## src/dps_pkg.sv

```systemverilog
package dps_pkg;
    localparam logic [11:0] ADDR_MASK       = 12'h000;
    localparam logic [11:0] ADDR_MODEL      = 12'h004;
    localparam logic [11:0] ADDR_CONFIG     = 12'h008;
    localparam logic [11:0] ADDR_RATED_I    = 12'h00C;
    localparam logic [11:0] ADDR_FAULTS     = 12'h010;
    localparam logic [11:0] ADDR_ALARMS     = 12'h014;
    localparam logic [11:0] ADDR_CODE       = 12'h018;
    localparam logic [11:0] ADDR_CLEAR      = 12'h01C;
    localparam logic [11:0] ADDR_SW_FREQ    = 12'h020;

    localparam logic [15:0] MASK_RESET      = 16'h0003;
    localparam logic [15:0] MASK_IMPL       = 16'h00BF;
    localparam int          MB_GROUND       = 0;
    localparam int          MB_MOD_OVL      = 1;
    localparam int          MB_MOTOR_OT     = 2;
    localparam int          MB_BIT3         = 3;
    localparam int          MB_BIT4         = 4;
    localparam int          MB_BIT5         = 5;
    localparam int          MB_PANEL        = 7;

    // fault vector positions
    localparam int          FV_GROUND       = 0;
    localparam int          FV_MOD_OVL      = 1;
    localparam int          FV_MOTOR_OT     = 2;
    localparam int          FV_BIT3         = 3;
    localparam int          FV_BIT4         = 4;
    localparam int          FV_BIT5         = 5;
    localparam int          FV_PANEL        = 6;
    localparam int          FV_MOD_OT       = 7;
    localparam int          FV_OVERCUR      = 8;
    localparam int          FV_UNDERV       = 9;
    localparam int          FV_OVERV        = 10;
    localparam int          FV_OPTION       = 11;
    localparam int          FV_TUNING       = 12;
    localparam int          FV_HWID         = 13;
    localparam int          FV_FIRMWARE     = 14;
    localparam int          NFAULT          = 15;

    // alarm vector positions
    localparam int          AV_MOD_OT       = 0;
    localparam int          AV_PANEL        = 1;

    // config bits
    localparam int          CFG_DERATE_OFF  = 0;
    localparam int          CFG_AI1_SHIFT   = 4;
    localparam int          CFG_AI2_SHIFT   = 8;
    localparam int          CFG_PANEL_SEL   = 12;
    localparam int          CFG_PANEL_SRC   = 13;
    localparam int          CFG_VVW_TUNE    = 14;
    localparam logic [3:0]  AI_FUNC_THERM   = 4'h4;

    // analog input limits in millivolts, then the alarm offset in degrees C and the switching frequencies in Hz
    localparam logic [15:0] THERM_HI_MV     = 16'd9100;
    localparam logic [15:0] THERM_LO_MV     = 16'd1300;
    localparam logic [7:0]  ALARM_OFFSET_C  = 8'd5;
    localparam logic [15:0] DERATE_FREQ_HZ  = 16'd2500;
    localparam logic [15:0] SW_FREQ_RESET   = 16'd5000;

    localparam logic [15:0] UV_LOW          = 16'd200;
    localparam logic [15:0] UV_MID          = 16'd360;
    localparam logic [15:0] UV_HIGH         = 16'd500;
    localparam logic [15:0] OV_LOW          = 16'd410;
    localparam logic [15:0] OV_MID          = 16'd810;
    localparam logic [15:0] OV_HIGH         = 16'd1000;

    localparam logic [7:0]  MODEL_RESET     = 8'd1;
    localparam logic [15:0] RATED_I_RESET   = 16'd100;

    typedef struct packed {
        logic [15:0] mask_q;
        logic [7:0]  model_q;
        logic [15:0] config_q;
        logic [15:0] rated_q;
        logic [15:0] sw_freq_q;
        logic [NFAULT-1:0] faults_q;
        logic [7:0]  code_q;
        logic [1:0]  alarms_q;
        logic        pwm_block_q;
        logic [31:0] prdata_q;
        logic        pslverr_q;
    } dps_state_t;

    typedef struct packed {
        logic [15:0] module_temp_c;
        logic [15:0] output_current;
        logic [15:0] link_voltage;
        logic [1:0]  supply_class;
        logic [15:0] ai1_mv;
        logic [15:0] ai2_mv;
    } dps_meas_t;
endpackage : dps_pkg

```

## src/dps_top.sv

```systemverilog
// Added by the designer: the placing of the registers and register access over APB.
`timescale 1ns/100ps
module dps_top
    import dps_pkg::*;
(
    input  wire logic        pclk,
    input  wire logic        presetn,
    input  wire logic        psel,
    input  wire logic        penable,
    input  wire logic        pwrite,
    input  wire logic [11:0] paddr,
    input  wire logic [31:0] pwdata,
    output logic      [31:0] prdata,
    output logic             pready,
    output logic             pslverr,
    input  wire dps_meas_t   meas,
    input  wire logic        phase_surge,
    input  wire logic        earth_surge,
    input  wire logic        module_overload,
    input  wire logic        ext_fault3,
    input  wire logic        ext_fault4,
    input  wire logic        ext_fault5,
    input  wire logic        option_present,
    input  wire logic        option_comm_ok,
    input  wire logic        tuning_done,
    input  wire logic        stator_edit,
    input  wire logic        stator_too_high,
    input  wire logic        panel_comm_ok,
    input  wire logic        hwid_check_done,
    input  wire logic        hwid_check_fail,
    input  wire logic        firmware_error,
    input  wire logic [7:0]  power_hw_model_code_unused,
    output logic             pwm_enable,
    output logic             fault_active,
    output logic             alarm_active
);
    dps_state_t s_q, s_d;
    logic [1:0] phase_sync_q, earth_sync_q, pcomm_sync_q;
    logic [NFAULT-1:0] raw;
    logic [7:0] fault_lvl, alarm_lvl, derate_lvl;
    logic [15:0] temp;
    logic [15:0] uv_lvl, ov_lvl;
    logic therm1, therm2;
    logic apb_wr, apb_rd, rd_setup;

    // fault level per model; index 0 and above 38 are unknown models
    function automatic logic [7:0] model_level(input logic [7:0] m);
        logic [7:0] l;
        l = 8'd90;
        unique case (m)
            8'd1, 8'd2, 8'd3:                      l = 8'd90;
            8'd4, 8'd11, 8'd16, 8'd36, 8'd37, 8'd38: l = 8'd105;
            8'd5:                                  l = 8'd123;
            8'd6, 8'd7, 8'd8, 8'd9, 8'd14, 8'd15:   l = 8'd108;
            8'd10, 8'd18:                          l = 8'd120;
            8'd12, 8'd13:                          l = 8'd115;
            default:                               l = (m >= 8'd17 && m <= 8'd35) ? 8'd110 : 8'd90;
        endcase
        return l;
    endfunction : model_level

    // surge pins are asynchronous; pwm gating still acts without waiting
    always_ff @(posedge pclk or negedge presetn) begin
        if (!presetn) begin
            phase_sync_q <= 2'b00;
            earth_sync_q <= 2'b00;
            pcomm_sync_q <= 2'b11;
        end else begin
            phase_sync_q <= {phase_sync_q[0], phase_surge};
            earth_sync_q <= {earth_sync_q[0], earth_surge};
            pcomm_sync_q <= {pcomm_sync_q[0], panel_comm_ok};
        end
    end

    assign apb_wr = psel && penable && pwrite;
    assign apb_rd = psel && penable && !pwrite;
    assign rd_setup = psel && !penable && !pwrite;
    assign temp   = meas.module_temp_c;

    always_comb begin
        fault_lvl  = model_level(s_q.model_q);
        alarm_lvl  = fault_lvl - ALARM_OFFSET_C;
        derate_lvl = 8'((16'(fault_lvl) * 16'd4) / 16'd5);
        unique case (meas.supply_class)
            2'd0:    begin uv_lvl = UV_LOW;  ov_lvl = OV_LOW;  end
            2'd1:    begin uv_lvl = UV_MID;  ov_lvl = OV_MID;  end
            default: begin uv_lvl = UV_HIGH; ov_lvl = OV_HIGH; end
        endcase
        // only analog inputs evaluate the thermistor, never a digital input
        therm1 = (s_q.config_q[CFG_AI1_SHIFT +: 4] == AI_FUNC_THERM) &&
                 (meas.ai1_mv > THERM_HI_MV || meas.ai1_mv < THERM_LO_MV);
        therm2 = (s_q.config_q[CFG_AI2_SHIFT +: 4] == AI_FUNC_THERM) &&
                 (meas.ai2_mv > THERM_HI_MV || meas.ai2_mv < THERM_LO_MV);
        raw = '0;
        raw[FV_GROUND]   = earth_sync_q[1] & s_q.mask_q[MB_GROUND];
        raw[FV_MOD_OVL]  = module_overload & s_q.mask_q[MB_MOD_OVL];
        raw[FV_MOTOR_OT] = (therm1 | therm2) & s_q.mask_q[MB_MOTOR_OT];
        raw[FV_BIT3]     = ext_fault3 & s_q.mask_q[MB_BIT3];
        raw[FV_BIT4]     = ext_fault4 & s_q.mask_q[MB_BIT4];
        raw[FV_BIT5]     = ext_fault5 & s_q.mask_q[MB_BIT5];
        raw[FV_PANEL]    = s_q.config_q[CFG_PANEL_SEL] & s_q.config_q[CFG_PANEL_SRC] &
                           ~pcomm_sync_q[1] & s_q.mask_q[MB_PANEL];
        raw[FV_MOD_OT]   = temp >= 16'(fault_lvl);
        raw[FV_OVERCUR]  = phase_sync_q[1];
        raw[FV_UNDERV]   = meas.link_voltage < uv_lvl;
        raw[FV_OVERV]    = meas.link_voltage > ov_lvl;
        raw[FV_OPTION]   = option_present & ~option_comm_ok;
        raw[FV_TUNING]   = ((tuning_done & s_q.config_q[CFG_VVW_TUNE]) | stator_edit) &
                           stator_too_high;
        raw[FV_HWID]     = hwid_check_done & hwid_check_fail;
        raw[FV_FIRMWARE] = firmware_error;

        s_d = s_q;
        s_d.pslverr_q = 1'b0;
        // alarms follow their condition, no latching
        s_d.alarms_q[AV_MOD_OT] = temp >= 16'(alarm_lvl);
        s_d.alarms_q[AV_PANEL]  = s_q.config_q[CFG_PANEL_SEL] & ~pcomm_sync_q[1] &
                                  s_q.mask_q[MB_PANEL];
        if (!s_q.config_q[CFG_DERATE_OFF] && temp >= 16'(derate_lvl) &&
            meas.output_current > s_q.rated_q) begin
            s_d.sw_freq_q = DERATE_FREQ_HZ;
        end
        if (apb_wr) begin
            unique case (paddr)
                ADDR_MASK:    s_d.mask_q    = pwdata[15:0] & MASK_IMPL;
                ADDR_MODEL:   s_d.model_q   = pwdata[7:0];
                ADDR_CONFIG:  s_d.config_q  = pwdata[15:0];
                ADDR_RATED_I: s_d.rated_q   = pwdata[15:0];
                ADDR_SW_FREQ: s_d.sw_freq_q = pwdata[15:0];
                ADDR_CLEAR:   begin
                    s_d.faults_q = '0;
                    s_d.code_q   = '0;
                end
                ADDR_FAULTS, ADDR_ALARMS, ADDR_CODE: ;
                default:      s_d.pslverr_q = 1'b1;
            endcase
        end
        // set wins over a clear in the same cycle
        s_d.faults_q = s_d.faults_q | raw;
        if (s_d.code_q == 8'h00) begin
            for (int i = NFAULT - 1; i >= 0; i--) begin
                if (raw[i]) begin
                    s_d.code_q = 8'(i + 1);
                end
            end
        end
        s_d.pwm_block_q = |s_d.faults_q;
        // unmapped read answers with an error in the access phase
        if (apb_rd && !(paddr inside {ADDR_MASK, ADDR_MODEL, ADDR_CONFIG, ADDR_RATED_I,
                                      ADDR_FAULTS, ADDR_ALARMS, ADDR_CODE, ADDR_CLEAR,
                                      ADDR_SW_FREQ})) begin
            s_d.pslverr_q = 1'b1;
        end
        // read word captured at setup so it stands through the access phase
        if (rd_setup) begin
            s_d.prdata_q = '0;
            unique case (paddr)
                ADDR_MASK:    s_d.prdata_q[15:0] = s_q.mask_q;
                ADDR_MODEL:   s_d.prdata_q[7:0]  = s_q.model_q;
                ADDR_CONFIG:  s_d.prdata_q[15:0] = s_q.config_q;
                ADDR_RATED_I: s_d.prdata_q[15:0] = s_q.rated_q;
                ADDR_FAULTS:  s_d.prdata_q[NFAULT-1:0] = s_q.faults_q;
                ADDR_ALARMS:  s_d.prdata_q[1:0]  = s_q.alarms_q;
                ADDR_CODE:    s_d.prdata_q[7:0]  = s_q.code_q;
                ADDR_SW_FREQ: s_d.prdata_q[15:0] = s_q.sw_freq_q;
                ADDR_CLEAR:   ;
                default:      ;
            endcase
        end
    end

    always_ff @(posedge pclk or negedge presetn) begin
        if (!presetn) begin
            s_q           <= '0;
            s_q.mask_q    <= MASK_RESET;
            s_q.model_q   <= MODEL_RESET;
            s_q.rated_q   <= RATED_I_RESET;
            s_q.sw_freq_q <= SW_FREQ_RESET;
        end else begin
            s_q <= s_d;
        end
    end

    assign prdata       = s_q.prdata_q;
    assign pready       = 1'b1;
    assign pslverr      = psel & penable & (s_d.pslverr_q);
    // raw surge input cuts pulses at once, before any latch or firmware
    assign pwm_enable   = ~s_q.pwm_block_q & ~phase_surge & ~earth_surge;
    assign fault_active = s_q.pwm_block_q;
    assign alarm_active = |s_q.alarms_q;
endmodule : dps_top

```

## config.mk

```make
export PLATFORM = sky130hd
export DESIGN_NAME = dps_top
export DESIGN_NICKNAME = d
export VERILOG_FILES = /design/src/dps_pkg.sv /design/src/dps_top.sv
export SDC_FILE = /design/constraint.sdc
export NUM_CORES = 1
export LEC_CHECK = 0
export CAP_MARGIN = 20
export CORE_ASPECT_RATIO = 1.5
export CORE_UTILIZATION = 46
export CTS_CLUSTER_SIZE = 12
export DETAILED_ROUTE_END_ITERATION = 8
export DONT_BUFFER_PORTS = 1
export SLEW_MARGIN = 15
export SYNTH_ARGS = -nofsm -noshare
export SYNTH_HDL_FRONTEND = slang
export SYNTH_SLANG_ARGS = --single-unit
```

## constraint.sdc

```tcl
create_clock -name pclk -period 10.8 [get_ports pclk]
set_clock_uncertainty 0.2 [all_clocks]
set_input_delay 2.16 -clock pclk [delete_from_list [all_inputs] [get_ports pclk]]
set_output_delay 2.16 -clock pclk [all_outputs]
set_load 0.005 [all_outputs]
```

==> results of run 1 <==
==> critical path, delay by kind of cell, from the launching register on <==
kind,cells,cell delay (ps)
AO/OA/AOI/OAI,16,3430
AND/OR/NAND/NOR,13,3330
adder cells (fa/ha/maj),5,1560
buffers and inverters,4,560
flip-flops,1,470
multiplexers,1,280
==> layout make-up <==
cell class | count | area [um^2]
fillers | 1653 | 8810
multi-input cells | 673 | 4850
flip-flops and latches | 111 | 2800
well taps | 213 | 267
clock buffers | 11 | 243
inverters | 45 | 169
repair buffers | 10 | 76.3
clock inverters | 5 | 66.3
==> cell families after synthesis <==
family / after synthesis / share of synthesized area [%]
buffers and inverters: 110 / 6.66
xor gates and xnor gates: 6 / 0.648
DFF: 111 / 34.4
AOI/OAI and AO/OA: 263 / 24.1
muxes: 72 / 9.71
and+or+nand+nor: 259 / 16.0
other: 2 / 0.0926
adders and majority gates: 54 / 8.33
==> worst max-delay path by stage <==
stage | from | endpoint | slack [ps] | depth (start not counted)
2_1_floorplan | s_q[109] | s_q[61] | 1960 | 43
3_3_place_gp | s_q[109] | s_q[73] | 1090 | 39
3_5_place_dp | s_q[109] | s_q[59] | 920 | 39
4_1_cts | s_q[109] | s_q[59] | 880 | 39
5_1_grt | s_q[113] | s_q[59] | 130 | 39
6_report | s_q[113] | s_q[73] | 900 | 39
==> per-layer routing <==
metal | vias to the layer above | GRT usage (%) | routed length, um
met5 | - | 0 | 0
met1 | 3387 | 28.5 | 8610
met3 | 43 | 3.52 | 993
li1 | 3184 | - | -
met2 | 233 | 49.0 | 12800
met4 | 0 | 11.3 | 862
==> registers in the layout, summed over array words and instances (netlist names) <==
| signal | flops |
|---|---|
| earth_sync_q | 2 |
| phase_sync_q | 2 |
| pcomm_sync_q | 2 |
| s_q | 88 |
| prdata | 16 |
| fault_active | 1 |
==> metrics by stage <==
step / total power, mW / hold slack (ps) / cell area, um^2 / worst slack (ps) / instances
2_1_floorplan: 0.499 / 131 / 8180 / 1960 / 894
3_3_place_gp: 0.512 / 140 / 8140 / 1090 / 1050
3_5_place_dp: 0.514 / 141 / 8150 / 921 / 1051
4_1_cts: 0.858 / 157 / 8460 / 879 / 1067
5_1_grt: 0.884 / 160 / 8470 / 131 / 1068
6_report: 0.849 / 155 / 8470 / 903 / 1068
==> report_power, final <==
| group | switching (mW) | leakage, nW | internal, mW | total, mW |
|---|---|---|---|---|
| clock | 0.153 | 0.148 | 0.189 | 0.342 |
| combinational | 0.0480 | 2.29 | 0.0383 | 0.0864 |
| sequential | 0.00211 | 1.42 | 0.418 | 0.421 |
| total | 0.204 | 3.86 | 0.646 | 0.849 |
==> Yosys cell counts, types with 3 or more instances <==
cell type  instances  area (um^2)
ha_1              54          676
clkbuf_1          30          113
nand2b_1          16          100
and3_1             3         18.8
a21boi_0           9         67.6
dfstp_2           13          342
a21oi_1           45          225
and2_1             9         56.3
a221oi_1           9         78.8
o211ai_1           3         22.5
a221o_1            6         60.1
a31oi_1            5         31.3
nand4_1            7         43.8
a22oi_1            3         22.5
a22o_1            16          140
a31o_2             4         35.0
o21bai_1           3         22.5
a211oi_1           3         22.5
mux2i_1           18          180
inv_1             42          158
xnor2_1            5         43.8
o21a_1             3         22.5
o32ai_1            4         35.0
o211a_1            4         40.0
dfrtp_1           98         2450
buf_4             34          255
a2111oi_0          3         26.3
nor2_1            52          195
o31ai_1            9         67.6
nor3_1            21          105
nor4_1            16          100
mux2_2            54          608
nand2_1           81          304
o21ai_0           49          245
nor4b_1            4         35.0
a311oi_1           5         43.8
a21o_1            27          203
o41ai_1            6         52.6
or3_1              5         31.3
nor2b_1           11         68.8
a222oi_1           8         80.1
nand3_1           14         70.1
nor3b_1            5         37.5
a211o_1            4         35.0
==> impl_metrics.prom, run 1 <==
# TYPE chip_impl_metric gauge
chip_impl_info{name="result_of_the_run",value="finished clean"} 1
chip_impl_metric{name="global_route_wire_length_before_repair",unit="mm"} 36.8
chip_impl_metric{name="timing.final.crit_period",unit="ps"} 9900
chip_impl_info{name="worstHoldStart",value="earth_sync_q[0]"} 1
chip_impl_metric{name="max_stage_delay",unit="ps"} 650
chip_impl_metric{name="layout_worst_path_cycle_share",unit="%"} 91.6
chip_impl_metric{name="clock_tree.htree_level_count",unit=""} 3
chip_impl_metric{name="timing_worst_slew_pin_value",unit="ps"} 970
chip_impl_metric{name="irDropWorstVdd",unit="V"} 0.000129
chip_impl_metric{name="final_layout_size_suffix_gt1_share",unit="%"} 13.8
chip_impl_metric{name="clock_path_buffers",unit=""} 2
chip_impl_metric{name="cts.sink_count",unit=""} 111
chip_impl_metric{name="whs_path_depth",unit=""} 0
chip_impl_metric{name="rrSetupSlack",unit="ps"} 900
chip_impl_info{name="worstHoldPathType",value="reg2reg"} 1
chip_impl_info{name="slowest_stage",value="nor3_1"} 1
chip_impl_info{name="clk_root_buffer_cell",value="clkbuf_16"} 1
chip_impl_metric{name="drt_iter0_markers",unit=""} 384
chip_impl_metric{name="grt_util_all_layers",unit="%"} 25.8
chip_impl_metric{name="synth_cell_types",unit=""} 86
chip_impl_info{name="hold_path_endpoint",value="earth_sync_q[1]"} 1
chip_impl_info{name="critical_path.reg2reg.startpoint",value="s_q[113]"} 1
chip_impl_metric{name="initial_antenna_violation_count",unit=""} 0
chip_impl_metric{name="synth_seq_area_share",unit="%"} 34.4
chip_impl_metric{name="syn_area",unit="um^2"} 8110
chip_impl_metric{name="placement.io_buffers",unit=""} 0
chip_impl_metric{name="final-hold-violation-count",unit=""} 0
chip_impl_metric{name="drt-wirelength-per-cell",unit="um"} 21.8
chip_impl_metric{name="final_net_count",unit=""} 1058
chip_impl_info{name="rsz0062_at_grt",value="no"} 1
chip_impl_metric{name="tritoncts_buffers",unit=""} 9
chip_impl_metric{name="timing.setup.tns",unit="ps"} 0
chip_impl_metric{name="timing.final.setup_violations",unit=""} 0
chip_impl_metric{name="die_h",unit="um"} 165
chip_impl_metric{name="place.detailed.hpwl",unit="mm"} 18.4
chip_impl_metric{name="synth_cells",unit=""} 877
chip_impl_metric{name="post-cts-setup-buffer-count",unit=""} 0
chip_impl_metric{name="timing.slew.headroom",unit="%"} 35.1
chip_impl_metric{name="antenna-diode-count",unit=""} 0
chip_impl_metric{name="p_leak",unit="nW"} 3.86
chip_impl_metric{name="globalRouteOverflowTotal",unit=""} 0
chip_impl_metric{name="vias_per_cell",unit=""} 6.41
chip_impl_metric{name="fp-row-count",unit=""} 59
chip_impl_metric{name="ys_seq_elements",unit=""} 111
chip_impl_metric{name="drtPass1Iterations",unit=""} 6
chip_impl_metric{name="grt_max_degree",unit=""} 112
chip_impl_info{name="endpoint_kind",value="flop"} 1
chip_impl_metric{name="pwr_density_cell",unit="nW/um^2"} 100
chip_impl_metric{name="maxClockFrequency",unit="MHz"} 101
chip_impl_metric{name="max_capacitance_violation_count",unit=""} 0
chip_impl_metric{name="async_set_or_reset_register_ratio_after_synthesis",unit="%"} 100
chip_impl_metric{name="antenna_left",unit=""} 0
chip_impl_info{name="leading_cell_type_in_the_layout_fill_and_taps_excluded",value="dfrtp_1"} 1
chip_impl_metric{name="area_of_the_die",unit="um^2"} 18200
chip_impl_info{name="worstReg2RegEnd",value="s_q[73]"} 1
chip_impl_metric{name="synthesis.area_per_instance",unit="um^2"} 9.25
chip_impl_metric{name="synth-edff-count",unit=""} 0
chip_impl_metric{name="final_util",unit="%"} 49.0
chip_impl_metric{name="core_area",unit="um^2"} 17300
chip_impl_metric{name="detail_route.wirelength",unit="mm"} 23.3
chip_impl_metric{name="timing.reg2reg.worst_path_depth",unit=""} 39
chip_impl_metric{name="cts.reportedPaths.clkPinSlew",unit="ps"} 70
chip_impl_metric{name="clk-insertion-delay-late",unit="ps"} 350
chip_impl_metric{name="initial_utilization",unit="%"} 47.0
chip_impl_metric{name="drcViolationCount",unit=""} 0
chip_impl_metric{name="area_growth",unit="%"} 4.33
chip_impl_metric{name="routabilityCongestion",unit=""} 0.887
chip_impl_metric{name="cts-resized-gates",unit=""} 0
chip_impl_metric{name="via_count_of_the_first_global_routing_pass",unit=""} 6920
chip_impl_metric{name="cts-hold-fix-buffers",unit=""} 0
chip_impl_metric{name="report.final.slew_viol_count",unit=""} 0
chip_impl_info{name="synthFlopType",value="dfrtp_1"} 1
chip_impl_metric{name="required",unit="ps"} 10890
chip_impl_metric{name="synth_warnings",unit=""} 0
chip_impl_metric{name="via_count",unit=""} 6847
chip_impl_metric{name="top_level_ports",unit=""} 191
chip_impl_metric{name="cp_data_arrival_time",unit="ps"} 9990
chip_impl_metric{name="path_max_fanout",unit=""} 16
chip_impl_info{name="layout_common_cells",value="dfrtp_1 (97), nand2_1 (81), mux2_2 (54), ha_1 (54), nor2_1 (52)"} 1
chip_impl_info{name="clock_tree_from_tritoncts",value="yes"} 1
chip_impl_info{name="start_kind",value="flop"} 1
chip_impl_info{name="timing.critical_path.mode_cell",value="ha_1"} 1
chip_impl_info{name="worstSetupPathType",value="reg2reg"} 1
chip_impl_metric{name="die_w",unit="um"} 110
No activity file was read; power rests on OpenSTA's default activity.
==> inputs of run 2 (changes only) <==
Settings changed: CORE_UTILIZATION 46 to 40.
==> impl_metrics.prom, run 2 (same netlist as run 1, synthesis figures left out) <==
# TYPE chip_impl_metric gauge
chip_impl_metric{name="fin_worst_hold_slack",unit="ps"} 156
chip_impl_metric{name="timing.final.setup_violations",unit=""} 0
chip_impl_metric{name="detail_route.wirelength",unit="mm"} 22.8
chip_impl_metric{name="grt_util_all_layers",unit="%"} 22.0
chip_impl_metric{name="drt_iter0_markers",unit=""} 452
chip_impl_metric{name="irDropWorstVdd",unit="V"} 0.000120
chip_impl_metric{name="timing.slew.headroom",unit="%"} 29.9
chip_impl_metric{name="max_stage_delay",unit="ps"} 660
chip_impl_metric{name="drtPass1Iterations",unit=""} 5
chip_impl_info{name="clock_tree_from_tritoncts",value="yes"} 1
chip_impl_info{name="worstHoldPathType",value="reg2reg"} 1
chip_impl_metric{name="maxClockFrequency",unit="MHz"} 103
chip_impl_metric{name="clk-insertion-delay-late",unit="ps"} 360
chip_impl_metric{name="drcViolationCount",unit=""} 0
chip_impl_info{name="slowest_stage",value="nor2b_1"} 1
chip_impl_metric{name="tritoncts_buffers",unit=""} 9
chip_impl_metric{name="report.final.slew_viol_count",unit=""} 0
chip_impl_metric{name="timing.setup.tns",unit="ps"} 0
chip_impl_metric{name="place.detailed.hpwl",unit="mm"} 17.9
chip_impl_metric{name="die_h",unit="um"} 176
chip_impl_metric{name="vias_per_cell",unit=""} 5.98
chip_impl_metric{name="timing_worst_slew_pin_value",unit="ps"} 1050
chip_impl_metric{name="antenna-diode-count",unit=""} 0
chip_impl_metric{name="post-cts-setup-buffer-count",unit=""} 0
chip_impl_metric{name="whs_path_depth",unit=""} 0
chip_impl_metric{name="final_net_count",unit=""} 1060
chip_impl_info{name="largest-register",value="s_q"} 1
chip_impl_metric{name="max_capacitance_violation_count",unit=""} 0
chip_impl_info{name="endpoint_kind",value="flop"} 1
chip_impl_info{name="result_of_the_run",value="finished clean"} 1
chip_impl_info{name="leading_cell_type_in_the_layout_fill_and_taps_excluded",value="dfrtp_1"} 1
chip_impl_metric{name="cp_data_arrival_time",unit="ps"} 9840
chip_impl_metric{name="grt_max_degree",unit=""} 112
chip_impl_metric{name="core_area",unit="um^2"} 19800
chip_impl_metric{name="register_area",unit="um^2"} 2790
chip_impl_info{name="rsz0062_at_grt",value="no"} 1
chip_impl_metric{name="flip_flop_count_of_the_largest_register_all_copies_and_words_added",unit=""} 88
chip_impl_metric{name="die_w",unit="um"} 118
chip_impl_metric{name="clock_tree.htree_level_count",unit=""} 3
chip_impl_metric{name="multi_input_area",unit="um^2"} 4850
chip_impl_metric{name="area_growth",unit="%"} 4.98
chip_impl_metric{name="clock_path_buffers",unit=""} 2
chip_impl_info{name="clk_root_buffer_cell",value="clkbuf_16"} 1
chip_impl_metric{name="via_count_of_the_first_global_routing_pass",unit=""} 6560
chip_impl_metric{name="initial_antenna_violation_count",unit=""} 0
chip_impl_metric{name="cts.reportedPaths.clkPinSlew",unit="ps"} 70
chip_impl_info{name="worstSetupPathType",value="reg2reg"} 1
chip_impl_metric{name="routabilityCongestion",unit=""} 0.874
chip_impl_info{name="critical-path-top-delay-family",value="compound AO/OA/AOI/OAI gates"} 1
chip_impl_metric{name="path_max_fanout",unit=""} 16
chip_impl_info{name="layout_common_cells",value="dfrtp_1 (98), nand2_1 (81), mux2_2 (54), ha_1 (54), nor2_1 (52)"} 1
chip_impl_metric{name="area_of_the_die",unit="um^2"} 20900
chip_impl_metric{name="cts-hold-fix-buffers",unit=""} 0
chip_impl_metric{name="timing.critical_path.buf_inv",unit=""} 5
chip_impl_metric{name="n_fill_cell",unit=""} 1982
chip_impl_metric{name="layout_worst_path_cycle_share",unit="%"} 90.3
chip_impl_metric{name="design_power_total",unit="mW"} 0.838
chip_impl_metric{name="antenna_left",unit=""} 0
chip_impl_metric{name="via_count",unit=""} 6672
chip_impl_metric{name="initial_utilization",unit="%"} 41.0
chip_impl_metric{name="p_leak",unit="nW"} 3.86
chip_impl_metric{name="final_layout_size_suffix_gt1_share",unit="%"} 13.8
chip_impl_metric{name="cts.sink_count",unit=""} 111
chip_impl_metric{name="cts-resized-gates",unit=""} 0
chip_impl_metric{name="final-hold-violation-count",unit=""} 0
chip_impl_metric{name="placement.io_buffers",unit=""} 0
chip_impl_metric{name="global_route_wire_length_before_repair",unit="mm"} 35.4
chip_impl_metric{name="timing.reg2reg.worst_path_depth",unit=""} 42
chip_impl_metric{name="drt-wirelength-per-cell",unit="um"} 20.5
chip_impl_metric{name="rrSetupSlack",unit="ps"} 1050
chip_impl_metric{name="required",unit="ps"} 10890
chip_impl_metric{name="path_depth",unit=""} 42
chip_impl_info{name="start_kind",value="flop"} 1
chip_impl_metric{name="top_level_ports",unit=""} 191
chip_impl_metric{name="globalRouteOverflowTotal",unit=""} 0
chip_impl_metric{name="pwr_density_cell",unit="nW/um^2"} 98.4
chip_impl_metric{name="fp-row-count",unit=""} 63
chip_impl_metric{name="timing.final.crit_period",unit="ps"} 9750
-- run 2: cell count changes in the layout (fill, tap and decap cells not counted), sizes merged --
| cell | change |
|---|---|
| buf | +2 |
| inv | -1 |
-- run 2: final timing paths --
kind,startpoint,endpoint
max reg2reg,s_q[111],s_q[73]
min in group asynchronous,presetn,s_q[94]
max,s_q[111],s_q[73]
min reg2reg,phase_sync_q[0],phase_sync_q[1]
min,phase_sync_q[0],phase_sync_q[1]
max in group asynchronous,presetn,s_q[68]
-- run 2: routing by layer --
| layer | track usage, % | part of all wire [%] | routed length (um) |
|---|---|---|---|
| met1 | 23.3 | 37 | 8540 |
| met5 | 0 | 0 | 0 |
| met3 | 4.17 | 5.0 | 1140 |
| met2 | 41.1 | 53 | 12200 |
| met4 | 11.1 | 4.1 | 942 |
-- run 2: per-stage QoR --
stage | setup slack [ps] | area (um^2) | utilization [%] | cells
floorplan | 1960 | 8180 | - | 894
global placement | 1060 | 8230 | 41.6 | 1101
detailed placement | 1030 | 8230 | 41.6 | 1101
CTS | 979 | 8520 | 43.1 | 1116
global route | 214 | 8520 | 43.1 | 1116
finish | 1050 | 8520 | 43.1 | 1116
-- run 2: final cells by class --
cell class | instances | area share [%]
Tap cell | 260 | 3.82
Sequential cell | 111 | 32.8
Timing Repair Buffer | 12 | 1.06
Clock inverter | 4 | 0.558
Multi-Input combinational cell | 673 | 56.9
Clock buffer | 11 | 2.85
Inverter | 45 | 1.98
-- run 2: report_power, final --
part	total [mW]	switching (mW)	internal, mW
Sequential	0.421	0.00218	0.419
Clock	0.334	0.150	0.184
Combinational	0.0833	0.0456	0.0378
Total	0.838	0.197	0.641
==> inputs of run 3 (changes only) <==
Settings changed: ABC_CLOCK_PERIOD_IN_PS from default to 10800, BUFFER_PORTS_ARGS from default to -buffer_cell sky130_fd_sc_hd__clkbuf_2, CORE_MARGIN from default to 2, DONT_BUFFER_PORTS 1 to default.
==> impl_metrics.prom, run 3 (same netlist as run 1, synthesis figures left out) <==
# TYPE chip_impl_metric gauge
chip_impl_info{name="result_of_the_run",value="finished clean"} 1
chip_impl_metric{name="initial_utilization",unit="%"} 40.8
chip_impl_metric{name="layout_worst_path_cycle_share",unit="%"} 92.0
chip_impl_metric{name="drt_iter0_markers",unit=""} 495
chip_impl_metric{name="post-cts-setup-buffer-count",unit=""} 0
chip_impl_metric{name="antenna-diode-count",unit=""} 0
chip_impl_metric{name="grt_util_all_layers",unit="%"} 22.6
chip_impl_metric{name="met3_usage",unit="%"} 2.91
chip_impl_metric{name="initial_antenna_violation_count",unit=""} 0
chip_impl_metric{name="drcViolationCount",unit=""} 0
chip_impl_info{name="worstSetupPathType",value="reg2reg"} 1
chip_impl_metric{name="final_layout_size_suffix_gt1_share",unit="%"} 26.7
chip_impl_metric{name="final_setup_slack_of_the_worst_path",unit="ps"} 863
chip_impl_metric{name="place.detailed.hpwl",unit="mm"} 19.0
chip_impl_metric{name="power_report.internal_total",unit="mW"} 0.631
chip_impl_info{name="clk_root_buffer_cell",value="clkbuf_16"} 1
chip_impl_metric{name="clk-insertion-delay-late",unit="ps"} 350
chip_impl_metric{name="drtPass1Iterations",unit=""} 5
chip_impl_metric{name="timing.final.setup_violations",unit=""} 0
chip_impl_metric{name="placement.io_buffers",unit=""} 149
chip_impl_metric{name="detail_route.wirelength",unit="mm"} 24.1
chip_impl_metric{name="power.net_switching",unit="mW"} 0.229
chip_impl_metric{name="multi_input_area",unit="um^2"} 4850
chip_impl_metric{name="pwr_density_cell",unit="nW/um^2"} 92.9
chip_impl_info{name="slowest_stage",value="nor2b_1"} 1
chip_impl_metric{name="die_w",unit="um"} 120
chip_impl_info{name="timing.critical_path.mode_cell",value="ha_1"} 1
chip_impl_metric{name="clock_tree.htree_level_count",unit=""} 3
chip_impl_metric{name="timing.slew.headroom",unit="%"} 28.8
chip_impl_metric{name="report.final.slew_viol_count",unit=""} 0
chip_impl_info{name="start_kind",value="flop"} 1
chip_impl_metric{name="via_count",unit=""} 7286
chip_impl_metric{name="final_net_count",unit=""} 1208
chip_impl_metric{name="grt.met2_usage",unit="%"} 42.6
chip_impl_metric{name="fp-row-count",unit=""} 63
chip_impl_metric{name="via_count_of_the_first_global_routing_pass",unit=""} 7224
chip_impl_info{name="grt_most_used_layer",value="met2"} 1
chip_impl_info{name="rsz0062_at_grt",value="no"} 1
chip_impl_metric{name="core_area",unit="um^2"} 19900
chip_impl_info{name="worstHoldPathType",value="reg2reg"} 1
chip_impl_metric{name="max_stage_delay",unit="ps"} 640
chip_impl_metric{name="fin_worst_hold_slack",unit="ps"} 152
chip_impl_metric{name="pwr-share-comb",unit="%"} 14.8
chip_impl_metric{name="top_level_ports",unit=""} 191
chip_impl_metric{name="grt_max_degree",unit=""} 83
chip_impl_metric{name="swShare",unit="%"} 26.7
chip_impl_info{name="endpoint_kind",value="flop"} 1
chip_impl_metric{name="area_growth",unit="%"} 14.2
chip_impl_info{name="layout_common_cells",value="clkbuf_2 (148), dfrtp_1 (97), nand2_1 (81), mux2_2 (54), ha_1 (54)"} 1
chip_impl_info{name="critical-path-top-delay-family",value="compound AO/OA/AOI/OAI gates"} 1
chip_impl_metric{name="timing_worst_slew_pin_value",unit="ps"} 1060
chip_impl_info{name="largest-register",value="s_q"} 1
chip_impl_metric{name="power.clock.fraction",unit="%"} 36.3
chip_impl_metric{name="global_route_wire_length_before_repair",unit="mm"} 37.7
chip_impl_metric{name="max_capacitance_violation_count",unit=""} 0
chip_impl_metric{name="timing.final.crit_period",unit="ps"} 9940
chip_impl_metric{name="die_h",unit="um"} 178
chip_impl_metric{name="clock_path_buffers",unit=""} 2
chip_impl_metric{name="globalRouteOverflowTotal",unit=""} 0
chip_impl_metric{name="p_leak",unit="nW"} 4.48
chip_impl_metric{name="register_area",unit="um^2"} 2800
chip_impl_metric{name="antenna_left",unit=""} 0
chip_impl_metric{name="final-hold-violation-count",unit=""} 0
chip_impl_metric{name="power_frac_seq",unit="%"} 48.9
chip_impl_metric{name="placement.setup.worst_slack",unit="ps"} 769
chip_impl_metric{name="routabilityCongestion",unit=""} 0.903
chip_impl_metric{name="area_of_the_die",unit="um^2"} 21500
chip_impl_metric{name="timing.critical_path.buf_inv",unit=""} 5
chip_impl_info{name="clock_tree_from_tritoncts",value="yes"} 1
chip_impl_metric{name="path_max_fanout",unit=""} 16
chip_impl_metric{name="cp_data_arrival_time",unit="ps"} 10020
chip_impl_metric{name="irDropWorstVdd",unit="V"} 0.0000829
chip_impl_metric{name="cts.reportedPaths.clkPinSlew",unit="ps"} 70
chip_impl_metric{name="grt_util_met1",unit="%"} 24.5
chip_impl_metric{name="vias_per_cell",unit=""} 5.76
chip_impl_metric{name="timing.setup.tns",unit="ps"} 0
chip_impl_metric{name="maxClockFrequency",unit="MHz"} 101
chip_impl_metric{name="drt-wirelength-per-cell",unit="um"} 19.1
chip_impl_metric{name="n_fill_cell",unit=""} 1981
chip_impl_metric{name="flip_flop_count_of_the_largest_register_all_copies_and_words_added",unit=""} 88
chip_impl_info{name="leading_cell_type_in_the_layout_fill_and_taps_excluded",value="clkbuf_2"} 1
chip_impl_metric{name="tritoncts_buffers",unit=""} 9
chip_impl_metric{name="cts.sink_count",unit=""} 111
chip_impl_metric{name="required",unit="ps"} 10890
-- run 3: metrics by stage --
step	util, %	area, um^2	total power, mW	instances
finish	46.6	9260	0.860	1264
global route	46.6	9260	0.904	1264
CTS	46.5	9230	0.869	1263
detailed placement	45.1	8960	0.555	1248
global placement	45.1	8960	0.554	1248
floorplan	-	8180	0.499	894
-- run 3: metal layers --
| metal | share of wire (%) | up-vias |
|---|---|---|
| li1 | - | 3482 |
| met1 | 39 | 3526 |
| met2 | 53 | 220 |
| met3 | 3.7 | 58 |
| met4 | 4.3 | 0 |
| met5 | 0 | - |
-- run 3: path summary, 6_finish.rpt --
check / to / start / slack [ps] / cells after the start
max: s_q[63] / s_q[111] / 860 / 42
min: earth_sync_q[1] / earth_sync_q[0] / 150 / 0
max reg2reg: s_q[63] / s_q[111] / 860 / 42
min reg2reg: earth_sync_q[1] / earth_sync_q[0] / 150 / 0
max in group asynchronous: pcomm_sync_q[1] / presetn / 7800 / 3
min in group asynchronous: s_q[94] / presetn / 1520 / 1
-- run 3: worst reg2reg max path: cells and delay by family, from the launching register on --
kind / cells / cell delay, ps
compound gates: 16 / 3460
buf+inv: 5 / 870
fa+ha+maj: 5 / 1290
mux: 1 / 290
simple gates: 15 / 3190
flops: 1 / 550
-- run 3: power by group through the flow --
stage	clock network, mW	logic [mW]	registers, mW
after floorplan	0	0.0718	0.428
after CTS	0.321	0.127	0.421
final	0.312	0.127	0.421
after detailed placement	0	0.127	0.429
after global placement	0	0.125	0.429
after global routing	0.340	0.143	0.421
-- run 3: area by class of cell --
class	count	share of cell area, %
inverters	45	1.82
multi-input cells	673	52.4
clock inverters	6	0.513
well taps	260	3.51
flip-flops and latches	111	30.2
repair buffers	160	9.19
clock buffers	9	2.43
-- run 3: what timing repair did --
action | CTS | global route
gates resized for setup | 0 | 1
hold buffers | 0 | 0
setup endpoints to repair | 0 | 16
